`src/shared/gtc_pkg.sv`:
```
// package of register map, field layout and codes for the count-clock front end
package gtc_pkg;
  // register byte offsets
  localparam logic [7:0] OFF_CTRL = 8'h00;
  localparam logic [7:0] OFF_STCTRL = 8'h08;
  localparam logic [7:0] OFF_STATUS = 8'h10;
  localparam logic [7:0] OFF_CNT = 8'h24;
  localparam logic [7:0] OFF_DIV = 8'h28;
  localparam logic [7:0] OFF_PR = 8'h2C;
  // control register fields
  localparam int CTRL_RUN_BIT = 0;
  localparam int CTRL_DIR_BIT = 4;
  localparam int CTRL_MODE_LSB = 5;
  localparam int CTRL_WIDE_BIT = 7;
  localparam int CTRL_APB1_BIT = 8;
  // slave control register fields
  localparam int ST_SMS_LSB = 0;
  localparam int ST_TSEL_LSB = 4;
  localparam int ST_FLT_LSB = 8;
  localparam int ST_EDIV_LSB = 12;
  localparam int ST_MODEB_BIT = 14;
  localparam int ST_POL_BIT = 15;
  // status register fields
  localparam int STAT_RUN_BIT = 0;
  localparam int STAT_DIR_BIT = 1;
  // codes
  localparam logic [2:0] SMS_EXT_A = 3'h7;
  localparam logic [2:0] TSEL_CH1_BOTH = 3'h4;
  localparam logic [2:0] TSEL_CH1_FP = 3'h5;
  localparam logic [2:0] TSEL_CH2_FP = 3'h6;
  localparam logic [2:0] TSEL_OUTSIDE = 3'h7;
  localparam logic [1:0] MODE_ONE_DIR = 2'h0;
  localparam int NUM_TRIG = 7;
  localparam int CH1_BOTH_IDX = 4;
  // reset values
  localparam logic [31:0] RST_ZERO = 32'h0000_0000;
  localparam logic [15:0] RST_DIV = 16'h0000;
endpackage

```
`src/shared/gtc_cond_if.sv`:
```
// link between the main block and the outside pin conditioner
`timescale 1ns/100ps
`default_nettype none
interface gtc_cond_if;
  logic pin_level;
  logic polarity;
  logic [1:0] divider;
  logic [3:0] filter;
  logic tick;
  modport ctl (output pin_level, output polarity, output divider, output filter, input tick);
  modport cond (input pin_level, input polarity, input divider, input filter, output tick);
endinterface
`default_nettype wire

```
`src/hw/gtc_pin_cond.sv`:
```
// outside clock pin conditioner: synchroniser, polarity, division, filter, tick
`timescale 1ns/100ps
`default_nettype none
module gtc_pin_cond (
  // clock and reset
  input wire logic pclk,
  input wire logic presetn,
  // conditioning link
  gtc_cond_if.cond link
);
  logic sync1;
  logic sync2;
  logic pol_prev;
  logic [2:0] edge_cnt;
  logic div_lvl;
  logic filt_lvl;
  logic filt_prev;
  logic [3:0] filt_cnt;
  logic pol_lvl;

  assign pol_lvl = sync2 ^ link.polarity;

  // two stages: the first is read only by the second
  always_ff @(posedge pclk or negedge presetn) begin
    if (!presetn) begin
      sync1 <= 1'b0;
      sync2 <= 1'b0;
    end else begin
      sync1 <= link.pin_level;
      sync2 <= sync1;
    end
  end

  // divider counts polarised rising edges; a counter bit is the divided level, except divider 0 which passes the polarised level
  always_ff @(posedge pclk or negedge presetn) begin
    if (!presetn) begin
      pol_prev <= 1'b0;
      edge_cnt <= 3'h0;
    end else begin
      pol_prev <= pol_lvl;
      if (pol_lvl && !pol_prev) begin
        edge_cnt <= edge_cnt + 3'h1;
      end
    end
  end

  always_comb begin
    case (link.divider)
      2'h0: div_lvl = pol_lvl;
      2'h1: div_lvl = edge_cnt[0];
      2'h2: div_lvl = edge_cnt[1];
      default: div_lvl = edge_cnt[2];
    endcase
  end

  // a new level is accepted only after it has held for filter+1 samples
  always_ff @(posedge pclk or negedge presetn) begin
    if (!presetn) begin
      filt_lvl <= 1'b0;
      filt_cnt <= 4'h0;
    end else if (div_lvl == filt_lvl) begin
      filt_cnt <= 4'h0;
    end else if (filt_cnt >= link.filter) begin
      filt_lvl <= div_lvl;
      filt_cnt <= 4'h0;
    end else begin
      filt_cnt <= filt_cnt + 4'h1;
    end
  end

  always_ff @(posedge pclk or negedge presetn) begin
    if (!presetn) begin
      filt_prev <= 1'b0;
      link.tick <= 1'b0;
    end else begin
      filt_prev <= filt_lvl;
      link.tick <= filt_lvl && !filt_prev;
    end
  end
endmodule
`default_nettype wire

```
`src/hw/gtc_timer_front.sv`:
```
// count-clock selection, prescaler and counter of a general-purpose timer
// Functional notes
// - tick rate is kernel clock over divider+1
// - sixteen-bit prescaler makes the counter tick
// - new divider applies only at next overflow
// - counter counts up, down or alternately
// - counter widens to 32 bits where supported
// - clock from bus, external modes or trigger
// - bus clock doubles unless bus prescaler one
// - slave mode 111 selects external mode A
// - trigger codes 4-7 pick channel or pin
// - mode B clocks from conditioned outside pin
// - external inputs synchronised before counting
// - another timer's trigger may clock this one
// - trigger codes 0-3 pick inner triggers
// - inner trigger wiring depends on slave timer
// - absent source timers leave trigger inactive
// - effective run follows run enable by one
//
// The APB interface to the registers and the placing of the registers were decided locally.
`timescale 1ns/100ps
`default_nettype none
module gtc_timer_front #(
  parameter int SLAVE_TIMER = 2,
  parameter bit WIDE_CAPABLE = 1'b1,
  parameter bit HAS_TIMER15 = 1'b1
) (
  // apb slave
  input wire logic pclk,
  input wire logic presetn,
  input wire logic psel,
  input wire logic penable,
  input wire logic pwrite,
  input wire logic [7:0] paddr,
  input wire logic [31:0] pwdata,
  output logic [31:0] prdata,
  output logic pready,
  output logic pslverr,
  // clock sources
  input wire logic outside_clock_pin,
  input wire logic ch1_both_edge_signal,
  input wire logic ch1_filtered_polarized,
  input wire logic ch2_filtered_polarized,
  input wire logic trig_timer1,
  input wire logic trig_timer2,
  input wire logic trig_timer3,
  input wire logic trig_timer15,
  input wire logic usb_sof,
  // state
  output logic effective_run_signal,
  output logic counter_tick_clock,
  output logic overflow_event,
  output logic [31:0] count_value
);
  logic counter_run_enable;
  logic count_direction;
  logic [1:0] count_mode_select;
  logic wide_enable;
  logic apb_div_is_one;
  logic [2:0] slave_mode_select;
  logic [2:0] trigger_source_select;
  logic [3:0] outside_pin_filter;
  logic [1:0] outside_pin_divider;
  logic mode_b_clock_enable;
  logic outside_pin_polarity;
  logic [15:0] div_reg;
  logic [15:0] div_active;
  logic [15:0] presc_cnt;
  logic [31:0] period_value;
  logic [31:0] pr_eff;
  logic [31:0] next_cnt;
  logic next_dir;
  logic next_ovf;
  logic bus_phase;
  logic bus_tick;
  logic src_tick;
  logic slave_trigger_input;
  logic [3:0] inner_trigger_n;
  logic [gtc_pkg::NUM_TRIG-1:0] trig_raw;
  logic [gtc_pkg::NUM_TRIG-1:0] trig_s1;
  logic [gtc_pkg::NUM_TRIG-1:0] trig_s2;
  logic [gtc_pkg::NUM_TRIG-1:0] trig_s3;
  logic [gtc_pkg::NUM_TRIG-1:0] trig_edge;
  logic wr_en;
  logic rd_setup;
  logic mapped;
  logic cnt_write;
  logic [31:0] rd_mux;
  logic [31:0] ctrl_view;
  logic [31:0] stctrl_view;

  gtc_cond_if cond_link ();

  assign cond_link.pin_level = outside_clock_pin;
  assign cond_link.polarity = outside_pin_polarity;
  assign cond_link.divider = outside_pin_divider;
  assign cond_link.filter = outside_pin_filter;

  gtc_pin_cond u_pin_cond (
    .pclk(pclk),
    .presetn(presetn),
    .link(cond_link)
  );

  // ---------------- apb slave ----------------
  assign mapped = (paddr == gtc_pkg::OFF_CTRL) || (paddr == gtc_pkg::OFF_STCTRL) ||
                  (paddr == gtc_pkg::OFF_STATUS) || (paddr == gtc_pkg::OFF_CNT) ||
                  (paddr == gtc_pkg::OFF_DIV) || (paddr == gtc_pkg::OFF_PR);
  assign wr_en = psel && penable && pwrite && mapped;
  assign rd_setup = psel && !penable && !pwrite;
  assign cnt_write = wr_en && (paddr == gtc_pkg::OFF_CNT);
  // zero wait states: every access completes in its first access cycle
  assign pready = 1'b1;
  assign pslverr = psel && penable && !mapped;

  always_comb begin
    ctrl_view = gtc_pkg::RST_ZERO;
    ctrl_view[gtc_pkg::CTRL_RUN_BIT] = counter_run_enable;
    ctrl_view[gtc_pkg::CTRL_DIR_BIT] = count_direction;
    ctrl_view[gtc_pkg::CTRL_MODE_LSB +: 2] = count_mode_select;
    ctrl_view[gtc_pkg::CTRL_WIDE_BIT] = wide_enable;
    ctrl_view[gtc_pkg::CTRL_APB1_BIT] = apb_div_is_one;
    stctrl_view = gtc_pkg::RST_ZERO;
    stctrl_view[gtc_pkg::ST_SMS_LSB +: 3] = slave_mode_select;
    stctrl_view[gtc_pkg::ST_TSEL_LSB +: 3] = trigger_source_select;
    stctrl_view[gtc_pkg::ST_FLT_LSB +: 4] = outside_pin_filter;
    stctrl_view[gtc_pkg::ST_EDIV_LSB +: 2] = outside_pin_divider;
    stctrl_view[gtc_pkg::ST_MODEB_BIT] = mode_b_clock_enable;
    stctrl_view[gtc_pkg::ST_POL_BIT] = outside_pin_polarity;
    case (paddr)
      gtc_pkg::OFF_CTRL: rd_mux = ctrl_view;
      gtc_pkg::OFF_STCTRL: rd_mux = stctrl_view;
      gtc_pkg::OFF_STATUS: begin
        rd_mux = gtc_pkg::RST_ZERO;
        rd_mux[gtc_pkg::STAT_RUN_BIT] = effective_run_signal;
        rd_mux[gtc_pkg::STAT_DIR_BIT] = count_direction;
      end
      gtc_pkg::OFF_CNT: rd_mux = count_value;
      gtc_pkg::OFF_DIV: rd_mux = {16'h0000, div_reg};
      gtc_pkg::OFF_PR: rd_mux = period_value;
      default: rd_mux = gtc_pkg::RST_ZERO;
    endcase
  end

  // read data is captured in the setup cycle and stands through the access cycle
  always_ff @(posedge pclk or negedge presetn) begin
    if (!presetn) begin
      prdata <= gtc_pkg::RST_ZERO;
    end else if (rd_setup) begin
      prdata <= rd_mux;
    end
  end

  always_ff @(posedge pclk or negedge presetn) begin
    if (!presetn) begin
      counter_run_enable <= 1'b0;
      count_mode_select <= gtc_pkg::MODE_ONE_DIR;
      wide_enable <= 1'b0;
      apb_div_is_one <= 1'b0;
    end else if (wr_en && paddr == gtc_pkg::OFF_CTRL) begin
      counter_run_enable <= pwdata[gtc_pkg::CTRL_RUN_BIT];
      count_mode_select <= pwdata[gtc_pkg::CTRL_MODE_LSB +: 2];
      wide_enable <= pwdata[gtc_pkg::CTRL_WIDE_BIT] && WIDE_CAPABLE;
      apb_div_is_one <= pwdata[gtc_pkg::CTRL_APB1_BIT];
    end
  end

  always_ff @(posedge pclk or negedge presetn) begin
    if (!presetn) begin
      slave_mode_select <= 3'h0;
      trigger_source_select <= 3'h0;
      outside_pin_filter <= 4'h0;
      outside_pin_divider <= 2'h0;
      mode_b_clock_enable <= 1'b0;
      outside_pin_polarity <= 1'b0;
    end else if (wr_en && paddr == gtc_pkg::OFF_STCTRL) begin
      slave_mode_select <= pwdata[gtc_pkg::ST_SMS_LSB +: 3];
      trigger_source_select <= pwdata[gtc_pkg::ST_TSEL_LSB +: 3];
      outside_pin_filter <= pwdata[gtc_pkg::ST_FLT_LSB +: 4];
      outside_pin_divider <= pwdata[gtc_pkg::ST_EDIV_LSB +: 2];
      mode_b_clock_enable <= pwdata[gtc_pkg::ST_MODEB_BIT];
      outside_pin_polarity <= pwdata[gtc_pkg::ST_POL_BIT];
    end
  end

  always_ff @(posedge pclk or negedge presetn) begin
    if (!presetn) begin
      div_reg <= gtc_pkg::RST_DIV;
      period_value <= gtc_pkg::RST_ZERO;
    end else if (wr_en && paddr == gtc_pkg::OFF_DIV) begin
      div_reg <= pwdata[15:0];
    end else if (wr_en && paddr == gtc_pkg::OFF_PR) begin
      period_value <= WIDE_CAPABLE ? pwdata : {16'h0000, pwdata[15:0]};
    end
  end

  // ---------------- clock sources ----------------
  // pclk is the doubled kernel rate; with a bus prescaler of one only every other edge counts
  always_ff @(posedge pclk or negedge presetn) begin
    if (!presetn) begin
      bus_phase <= 1'b0;
    end else begin
      bus_phase <= !bus_phase;
    end
  end
  assign bus_tick = apb_div_is_one ? bus_phase : 1'b1;

  // inner trigger wiring; a missing source timer is tied inactive
  assign inner_trigger_n[0] = trig_timer1;
  assign inner_trigger_n[1] = (SLAVE_TIMER == 2) ? (trig_timer15 && HAS_TIMER15) : trig_timer2;
  assign inner_trigger_n[2] = (SLAVE_TIMER == 2) ? trig_timer3 : (trig_timer15 && HAS_TIMER15);
  assign inner_trigger_n[3] = (SLAVE_TIMER == 2) ? usb_sof : 1'b0;

  assign trig_raw = {ch2_filtered_polarized, ch1_filtered_polarized, ch1_both_edge_signal, inner_trigger_n};

  // edges are taken between stages two and three, never from stage one
  genvar gi;
  generate
    for (gi = 0; gi < gtc_pkg::NUM_TRIG; gi++) begin : g_trig_sync
      always_ff @(posedge pclk or negedge presetn) begin
        if (!presetn) begin
          trig_s1[gi] <= 1'b0;
          trig_s2[gi] <= 1'b0;
          trig_s3[gi] <= 1'b0;
        end else begin
          trig_s1[gi] <= trig_raw[gi];
          trig_s2[gi] <= trig_s1[gi];
          trig_s3[gi] <= trig_s2[gi];
        end
      end
      if (gi == gtc_pkg::CH1_BOTH_IDX) begin : g_both
        assign trig_edge[gi] = trig_s2[gi] ^ trig_s3[gi];
      end else begin : g_rise
        assign trig_edge[gi] = trig_s2[gi] && !trig_s3[gi];
      end
    end
  endgenerate

  always_comb begin
    case (trigger_source_select)
      gtc_pkg::TSEL_CH1_BOTH: slave_trigger_input = trig_edge[gtc_pkg::CH1_BOTH_IDX];
      gtc_pkg::TSEL_CH1_FP: slave_trigger_input = trig_edge[gtc_pkg::CH1_BOTH_IDX + 1];
      gtc_pkg::TSEL_CH2_FP: slave_trigger_input = trig_edge[gtc_pkg::CH1_BOTH_IDX + 2];
      gtc_pkg::TSEL_OUTSIDE: slave_trigger_input = cond_link.tick;
      default: slave_trigger_input = trig_edge[trigger_source_select[1:0]];
    endcase
  end

  // mode B takes precedence, then mode A, else the bus-derived clock
  always_comb begin
    if (mode_b_clock_enable) begin
      src_tick = cond_link.tick;
    end else if (slave_mode_select == gtc_pkg::SMS_EXT_A) begin
      src_tick = slave_trigger_input;
    end else begin
      src_tick = bus_tick;
    end
  end

  // ---------------- run enable, prescaler, counter ----------------
  always_ff @(posedge pclk or negedge presetn) begin
    if (!presetn) begin
      effective_run_signal <= 1'b0;
    end else begin
      effective_run_signal <= counter_run_enable;
    end
  end

  always_ff @(posedge pclk or negedge presetn) begin
    if (!presetn) begin
      presc_cnt <= 16'h0000;
    end else if (cnt_write) begin
      presc_cnt <= 16'h0000;
    end else if (effective_run_signal && src_tick) begin
      presc_cnt <= (presc_cnt >= div_active) ? 16'h0000 : presc_cnt + 16'h0001;
    end
  end
  assign counter_tick_clock = effective_run_signal && src_tick && (presc_cnt >= div_active);

  // the shadow divider only moves on an overflow, so a mid-period write cannot glitch the ratio
  always_ff @(posedge pclk or negedge presetn) begin
    if (!presetn) begin
      div_active <= gtc_pkg::RST_DIV;
    end else if (overflow_event) begin
      div_active <= div_reg;
    end
  end

  assign pr_eff = wide_enable ? period_value : {16'h0000, period_value[15:0]};

  always_comb begin
    next_cnt = count_value;
    next_dir = count_direction;
    next_ovf = 1'b0;
    if (count_mode_select == gtc_pkg::MODE_ONE_DIR) begin
      if (!count_direction) begin
        next_ovf = (count_value >= pr_eff);
        next_cnt = next_ovf ? gtc_pkg::RST_ZERO : count_value + 32'h0000_0001;
      end else begin
        next_ovf = (count_value == gtc_pkg::RST_ZERO);
        next_cnt = next_ovf ? pr_eff : count_value - 32'h0000_0001;
      end
    end else if (!count_direction) begin
      next_ovf = (count_value >= pr_eff - 32'h0000_0001);
      next_cnt = next_ovf ? pr_eff : count_value + 32'h0000_0001;
      next_dir = next_ovf;
    end else begin
      // clamp at the ends so a stale direction left by one-direction mode cannot wrap the count
      next_ovf = (count_value <= 32'h0000_0001);
      next_cnt = next_ovf ? gtc_pkg::RST_ZERO : count_value - 32'h0000_0001;
      next_dir = !next_ovf;
    end
    if (!wide_enable) begin
      next_cnt = {16'h0000, next_cnt[15:0]};
    end
  end

  // a zero period halts the counter
  always_ff @(posedge pclk or negedge presetn) begin
    if (!presetn) begin
      count_value <= gtc_pkg::RST_ZERO;
      count_direction <= 1'b0;
      overflow_event <= 1'b0;
    end else begin
      overflow_event <= 1'b0;
      if (cnt_write) begin
        count_value <= wide_enable ? pwdata : {16'h0000, pwdata[15:0]};
      end else if (counter_tick_clock && pr_eff != gtc_pkg::RST_ZERO) begin
        count_value <= next_cnt;
        count_direction <= next_dir;
        overflow_event <= next_ovf;
      end
      // direction is software-owned only in one-direction mode
      if (wr_en && paddr == gtc_pkg::OFF_CTRL && pwdata[gtc_pkg::CTRL_MODE_LSB +: 2] == gtc_pkg::MODE_ONE_DIR) begin
        count_direction <= pwdata[gtc_pkg::CTRL_DIR_BIT];
      end
    end
  end

  // ---------------- assertions ----------------
  a_run_lag: assert property (@(posedge pclk) disable iff (!presetn)
    $rose(counter_run_enable) |=> effective_run_signal ##0 $past(effective_run_signal) == 1'b0)
    else $error("effective run did not follow run enable by one cycle");
  a_div_hold: assert property (@(posedge pclk) disable iff (!presetn)
    !overflow_event |=> div_active == $past(div_active))
    else $error("divider shadow changed without overflow");
  a_div_load: assert property (@(posedge pclk) disable iff (!presetn)
    overflow_event |=> div_active == $past(div_reg))
    else $error("divider shadow not loaded at overflow");
  a_tick_ratio: assert property (@(posedge pclk) disable iff (!presetn)
    counter_tick_clock |-> presc_cnt == div_active && effective_run_signal)
    else $error("counter tick not at divider terminal count");
  a_up_step: assert property (@(posedge pclk) disable iff (!presetn)
    counter_tick_clock && !cnt_write && count_mode_select == gtc_pkg::MODE_ONE_DIR && !count_direction
    && count_value < pr_eff |=> count_value == $past(count_value) + 32'h0000_0001)
    else $error("up count did not advance by one");
  a_idle_hold: assert property (@(posedge pclk) disable iff (!presetn)
    !counter_tick_clock && !cnt_write |=> count_value == $past(count_value))
    else $error("counter moved without a tick");
  a_mode_b_src: assert property (@(posedge pclk) disable iff (!presetn)
    mode_b_clock_enable |-> src_tick == cond_link.tick)
    else $error("mode b not clocked from outside pin");
  a_bus_src: assert property (@(posedge pclk) disable iff (!presetn)
    !mode_b_clock_enable && slave_mode_select != gtc_pkg::SMS_EXT_A |-> src_tick == bus_tick)
    else $error("bus clock not selected by default");
  a_bus_rate: assert property (@(posedge pclk) disable iff (!presetn)
    apb_div_is_one && $past(apb_div_is_one) |-> bus_tick != $past(bus_tick))
    else $error("bus clock rate wrong with prescaler one");
  a_ch1_sel: assert property (@(posedge pclk) disable iff (!presetn)
    !mode_b_clock_enable && slave_mode_select == gtc_pkg::SMS_EXT_A
    && trigger_source_select == gtc_pkg::TSEL_CH1_FP |-> src_tick == trig_edge[gtc_pkg::CH1_BOTH_IDX + 1])
    else $error("channel one filtered trigger not selected");
  c_mode_a: cover property (@(posedge pclk) disable iff (!presetn)
    slave_mode_select == gtc_pkg::SMS_EXT_A && counter_tick_clock);
  c_mode_b: cover property (@(posedge pclk) disable iff (!presetn)
    mode_b_clock_enable && counter_tick_clock);
  c_turn: cover property (@(posedge pclk) disable iff (!presetn)
    count_mode_select != gtc_pkg::MODE_ONE_DIR && $rose(count_direction));
  c_reload: cover property (@(posedge pclk) disable iff (!presetn)
    overflow_event && div_reg != div_active);
endmodule
`default_nettype wire

```
`config.mk`:
```
export PLATFORM = sky130hd
export DESIGN_NAME = gtc_timer_front
export DESIGN_NICKNAME = d
export VERILOG_FILES = /design/src/shared/gtc_pkg.sv /design/src/shared/gtc_cond_if.sv /design/src/hw/gtc_pin_cond.sv /design/src/hw/gtc_timer_front.sv
export SDC_FILE = /design/constraint.sdc
export NUM_CORES = 1
export LEC_CHECK = 0
export ABC_AREA = 0
export BUFFER_PORTS_ARGS = -buffer_cell sky130_fd_sc_hd__buf_2
export CAP_MARGIN = 20
export CORE_ASPECT_RATIO = 0.7
export CORE_MARGIN = 2
export CORE_UTILIZATION = 55
export CTS_BUF_LIST = sky130_fd_sc_hd__clkbuf_16
export DETAILED_ROUTE_END_ITERATION = 12
export GPL_TIMING_DRIVEN = 0
export PLACE_DENSITY = 0.77
export SYNTH_ARGS = -nofsm -noshare
export SYNTH_HDL_FRONTEND = slang
export SYNTH_SLANG_ARGS = --single-unit
```
`constraint.sdc`:
```
create_clock -name pclk -period 4.9 [get_ports pclk]
set_clock_uncertainty 0.05 [all_clocks]
set_input_delay 0.98 -clock pclk [delete_from_list [all_inputs] [get_ports pclk]]
set_output_delay 0.98 -clock pclk [all_outputs]
set_load 0.02 [all_outputs]
```
; After elaboration in Yosys (flattened, before gate mapping)
; Index checks and enable logic that the tools add are counted.
[totals]
reg_bits = 201
in_bits = 54
out_inout_bits = 69
elab_cells = 168
[classes]
addsub = 6
n_lt_le_gt_ge = 6
n_eq_ne = 15
muxes = 35
n_bitwise = 4
reduce_logical = 53
[op_table]
columns = op, count
row1 = $mux 32, 12
row2 = $pmux 32 s6, 1
row3 = $ge 32x32->1, 2
row4 = $sub 32x1->32 const B, 2
row5 = $mux 16, 3
row6 = $add 32x1->32 const B, 1
row7 = $le 32x1->1 const B, 1
row8 = $logic_not 32->1, 1
row9 = $reduce_bool 32->1, 1
row10 = $eq 8x6->1 const B, 3
row11 = $logic_and 1x1->1, 23
row12 = $add 16x1->16 const B, 1
row13 = $ge 16x16->1, 1
row14 = $eq 3x3->1 const B, 5
row15 = $mux 1, 14
row16 = $logic_not 1->1, 13
row17 = $eq 8x4->1 const B, 1
row18 = $eq 8x5->1 const B, 1
row19 = $logic_not 8->1, 1
row20 = $mux 4, 2
row21 = $logic_not 2->1, 3
row22 = $reduce_bool 2->1, 3
row23 = $logic_or 1x1->1, 5
row24 = $add 4x1->4 const B, 1
row25 = 14 further kinds, 18

; Logic depth before layout (Yosys ltp)
[depth]
ltp_word = 13
ltp_mapped = 20
ltp_nobuf = 18

; By module
; From an unflattened synthesis, not the netlist that was laid out.
[hier_totals]
hier_cells = 1594
area_unflattened_um2 = 14385.0
[modules_own_cells]
columns = mod, instances, cells_each, area_per_inst_um2, seq_area_each_um2
row1 = gtc_timer_front, 1, 1539, 13705.6, 4704.5
row2 = gtc_pin_cond, 1, 55, 679.4, 325.3

; Worst setup path after synthesis
; OpenSTA, ideal clock, no wires.
[synth_timing]
path_type = flip-flop to flip-flop
startpoint = register period_value[2]
endpoint = register count_value[8]
setup_ps = 131
arrival_time_ps = 4524
t_required_ps = 4719
path_slack_ps = 195
path_stages_with_launch = 20
n_path_buf = 2
period_less_slack_ps = 4705
path_cell_list = dfrtp_1 -> clkbuf_1 -> nor4_1 -> and3_1 -> nand2_1 -> nor3_1 -> nand2_1 -> nor3_1 -> nand2_1 -> xnor2_1 -> ha_1 -> nand4_1 -> nor4_1 -> nand2_1 -> a41oi_1 -> nor3_1 -> buf_2 -> a221o_1 -> a221oi_1 -> o22ai_1
[synth_between]
elab_chain_cells = 9
elab_cells_between_ends = 15
classes_between = 1 x add/sub / 2 x order compare / 9 x mux / 3 x reduce/logical
[synth_rtl]
columns = item, line_no
row1 = start: declaration, gtc_timer_front.sv:69  ; logic [31:0] period_value;
row2 = start signal: assignment, gtc_timer_front.sv:189  ; period_value <= gtc_pkg::RST_ZERO;
row3 = start signal: assignment, gtc_timer_front.sv:193  ; period_value <= WIDE_CAPABLE ? pwdata : {16'h0000, pwdata[15:0]};
row4 = $mux 32 *, gtc_timer_front.sv:289  ; assign pr_eff = wide_enable ? period_value : {16'h0000, period_value[15:0]};
row5 = $sub 32x1->32, gtc_timer_front.sv:304  ; next_ovf = (count_value >= pr_eff - 32'h0000_0001);
row6 = $ge 32x32->1, gtc_timer_front.sv:304
row7 = $mux 32, gtc_timer_front.sv:305  ; next_cnt = next_ovf ? pr_eff : count_value + 32'h0000_0001;
row8 = $mux 32, gtc_timer_front.sv:303  ; end else if (!count_direction) begin
row9 = $mux 32, gtc_timer_front.sv:295  ; if (count_mode_select == gtc_pkg::MODE_ONE_DIR) begin
row10 = $mux 32, gtc_timer_front.sv:313  ; if (!wide_enable) begin
row11 = $mux 32, gtc_timer_front.sv:328  ; end else if (counter_tick_clock && pr_eff != gtc_pkg::RST_ZERO) begin
row12 = $mux 32, gtc_timer_front.sv:326  ; if (cnt_write) begin
row13 = end signal: assignment, gtc_timer_front.sv:321  ; count_value <= gtc_pkg::RST_ZERO;
row14 = end signal: assignment, gtc_timer_front.sv:327  ; count_value <= wide_enable ? pwdata : {16'h0000, pwdata[15:0]};
row15 = end signal: assignment, gtc_timer_front.sv:329  ; count_value <= next_cnt;
row16 = end: declaration, gtc_timer_front.sv:53  ; output logic [31:0] count_value
; Every way passes the cells marked *; elsewhere a longest branch is shown, timed or not. The select of a mux whose other input is x is not followed.
; A chain may end at the register's enable or synchronous reset.

; Worst setup path after layout
[layout_timing]
startpoint = register period_value[11]
endpoint = register count_value[12]
; Same word-level chain as after synthesis.

==> results.md <==
* Outcome: finished, violations left
* Failing checks: negative setup slack
* Most frequent cells in the layout: dfrtp_1 (194), nand2_1 (160), nor2_1 (141)
* CORE AREA at 25700 um2
* Clock Path Buffers at 3
* Clock Latency Late Sink at 0.53 ns
* Worst hold path depth at 0
* CP Data Required Time at 5.25 ns
* Synth Area in Simple Gates at 0.181
* Yosys cell types at 92
* GRT Resource Usage Total at 0.443
* CP startpoint kind: flop
* Hold Path Class: reg2reg
* Register area at 5040 um2
* Final Max Tran Viols at 0
* Largest family of logic cells by synthesized area: compound AO/OA/AOI/OAI gates
* Post-Synth Adder-Cell Area at 0.0809
* Slowest CP cell: or4_4
* WL/cell at 28.7 um
* WHS at roughly 0.3 ns
* Synth area leader: dfrtp_1
* Commonest non-fill, non-tap cell in the layout: dfrtp_1
* YS warnings at 0
* Slew of the pin with the lowest slew margin at 1.17 ns
* Non-Filler Instances at roughly 2100
* FF-to-FF setup slack at -0.005 ns
* Total power divided by cell area at 255 nW/um2
* Nets at slightly below 2000
* Family with the most delay on the worst path: simple AND/OR/NAND/NOR gates
* Worst Hold Path EP: trig_s2[2]$_DFF_PN0_
* Period utilization at 1.00
* 1st-iter DRT viols at 2282
* Post-Synth XOR/XNOR Area at 0.0481
* Initial Util at 0.560
* GRT overflow at 0
* Area Overhead vs Synth at 16.1%
* Leakage at 7.51 nW
* FF-to-FF path depth at 16
* RSZ-0062 raised after global routing: yes
* # rows at 49
* Slew Limit Headroom at 0.217
* IO Port Bufs at between 100 and 150
* Footprint of the multi-input gates at roughly 8900 um2
* Final setup violation count at 1
* Crit path max fanout at 7
* Largest regs: count_value: 32 flops, period_value: 32 flops, prdata: 32 flops
* Share of the synthesized area in the top cell type at 0.350
* Syn nets at 1779
* Most used flip-flop cell after synthesis: dfrtp_1
* Core Util, Final at 0.650
* First-pass GRT wire length at 89.7 mm
* Initial antenna violation count at 1
* Largest stage delay on the critical path at 0.58 ns
* Async SR Flop Fraction at 1.00
* Synth Cell Area at ~14000 um2
* Post-DP HPWL at 46.3 mm
* Gpl congestion at 1.09
* Part of the Yosys area used for sequential elements at 0.350
* Crit path cell chain: or4_4 -> or3_4 -> nor2_4 -> nand2_4 -> a21o_4 -> nor2_4 -> nand4_1 -> xnor2_1 -> ha_1 -> nand4_1 -> nor4_4 -> nand2_2 -> a41o_2 -> a21oi_2 -> a221oi_2 -> o22ai_2
* FF-to-FF End: count_value[12]$_DFFE_PN0P_
* H-tree Lvls at 1
* Fin. Hold Viols at 0
* Mux cell area share after synthesis at 0.0756
* Crit. End Element: flop
* Fraction of layout cells with a size suffix above 1 at 0.206
* Placed cells at 2084
* Avg Vias per Cell at 6.96
* PnR worst setup slack at -0.00482 ns
* Max cap viols at 0
* DIE HEIGHT at between 100 and 150 um
* Worst endpoint data arrival time at between 5 and 6 ns
* Total routed wirelength at 61.6 mm
* Final Critical Period at 4.90 ns
* Fillers at 2211
* Max VDD drop at 0.322 mV
* Synth Area in Compound Gates at 0.214
* Residual DRC at 0
* Die Wd at 197 um
* Post-synthesis cell count at between 1500 and 2000
* Via count at between 10000 and 15000
* Worst setup startpoint: period_value[11]$_DFFE_PN0P_
* CTS tree: done
* Vias in the first global route at 13900
* First-pass DRT Iterations at 6
* WP buf/inv at 0
* Hold buffers post-CTS at 0
* Die area at about 27000 um2
* IO Pins at 123
* Synth area leaders: dfrtp_1 (35%), ha_1 (8.1%), mux2_2 (5.9%), a21oi_1 (4.8%), nand2_1 (4.3%)
* Clk sink count at ~200
* FMAX at between 0.2 and 0.25 GHz
* Dpl ws at -1.59 ns
* Root buffer cell: clkbuf_16
* Syn_area_per_cell at 8.81 um2
* TritonCTS Buffers at 21
* Largest net degree at the start of global routing at around 110
* Post-synth EDFFs at 0
* Clk pin slew, worst setup/hold paths at 0.06 ns
* Setup_tns at -0.00482 ns
* RR Startpoint: period_value[11]$_DFFE_PN0P_
* Hold Startpoint: trig_s1[2]$_DFF_PN0_
* WS Path Type: reg2reg
* Routed Antenna Nets at 0
* FF+latch count, synth at 201
-- cell usage after synthesis (11+ instances only) --
master	number
xnor2_1	54
o221ai_1	17
or3_1	13
a21oi_1	139
o31ai_1	11
nor2_1	145
dfrtp_1	201
mux2i_1	22
mux2_2	75
nand4_1	24
inv_1	57
o21ai_0	90
nand2_1	166
o211ai_1	27
a21o_1	12
nor4_1	20
and3_1	24
a221oi_1	16
xor2_1	25
a31oi_1	17
nand3_1	34
a22oi_1	23
ha_1	93
clkbuf_1	74
buf_2	15
nor3_1	39
-- power breakdown --
part / internal (mW) / switching (mW)
Clock: 1.04 / 0.713
Sequential: 1.75 / 0.0832
Combinational: 0.242 / 0.425
Total: 3.03 / 1.22
-- worst reg2reg max path, delay by kind of cell (launching register included) --
kind                     cells  cell delay [ns]
AO/OA/AOI/OAI                5             1.63
XOR/XNOR                     1             0.16
adder cells (fa/ha/maj)      1             0.32
flip-flops                   1             0.49
AND/OR/NAND/NOR              9             2.15
-- routing by layer --
layer	vias up	share of wire	global-route usage	routed length [um]
li1	6341	-	-	-
met1	7279	0.42	0.655	25800
met2	1164	0.38	0.571	23300
met3	162	0.18	0.209	10800
met4	0	0.028	0.116	1720
met5	-	0	0	0
-- per-stage QoR --
step                power (mW)  area, um2
floorplan                 2.21      14400
global placement          2.44      15400
detailed placement        2.47      15400
CTS                       4.21      16400
global route              4.38      16700
finish                    4.25      16700
-- layout make-up --
type,count,share of cell area
Inverter,59,0.0133
Buffer,107,0.0317
Clock buffer,21,0.0315
Multi-Input combinational cell,1262,0.533
Sequential cell,201,0.302
Clock inverter,16,0.0122
Timing Repair Buffer,149,0.0520
Tap cell,331,0.0248
Antenna cell,1,0.000150
-- what timing repair did --
| action | CTS | global route |
|---|---|---|
| cloned | 0 | 1 |
| gates resized for setup | 43 | 47 |
| endpoints found under the setup margin | 34 | 31 |
| pin swaps | 4 | 23 |
| buffers inserted | 8 | 19 |
-- cell families after synthesis --
kind of cell,count (synthesis)
AO/OA/AOI/OAI,458
flip-flops,201
AND/OR/NAND/NOR,533
XOR/XNOR,79
other,1
adder cells (fa/ha/maj),93
multiplexers,98
buffers and inverters,169
-- worst max path at each step --
stage	to	slack, ns	depth (start not counted)
after floorplan	count_value[8]$_DFFE_PN0P_	0.20	19
after global placement	count_value[21]$_DFFE_PN0P_	-1.87	18
after detailed placement	count_value[12]$_DFFE_PN0P_	-1.59	20
after CTS	count_value[8]$_DFFE_PN0P_	0.01	19
after global routing	count_value[12]$_DFFE_PN0P_	-0.11	19
final	count_value[12]$_DFFE_PN0P_	-0.005	16
No activity file was read; power rests on OpenSTA's default activity.
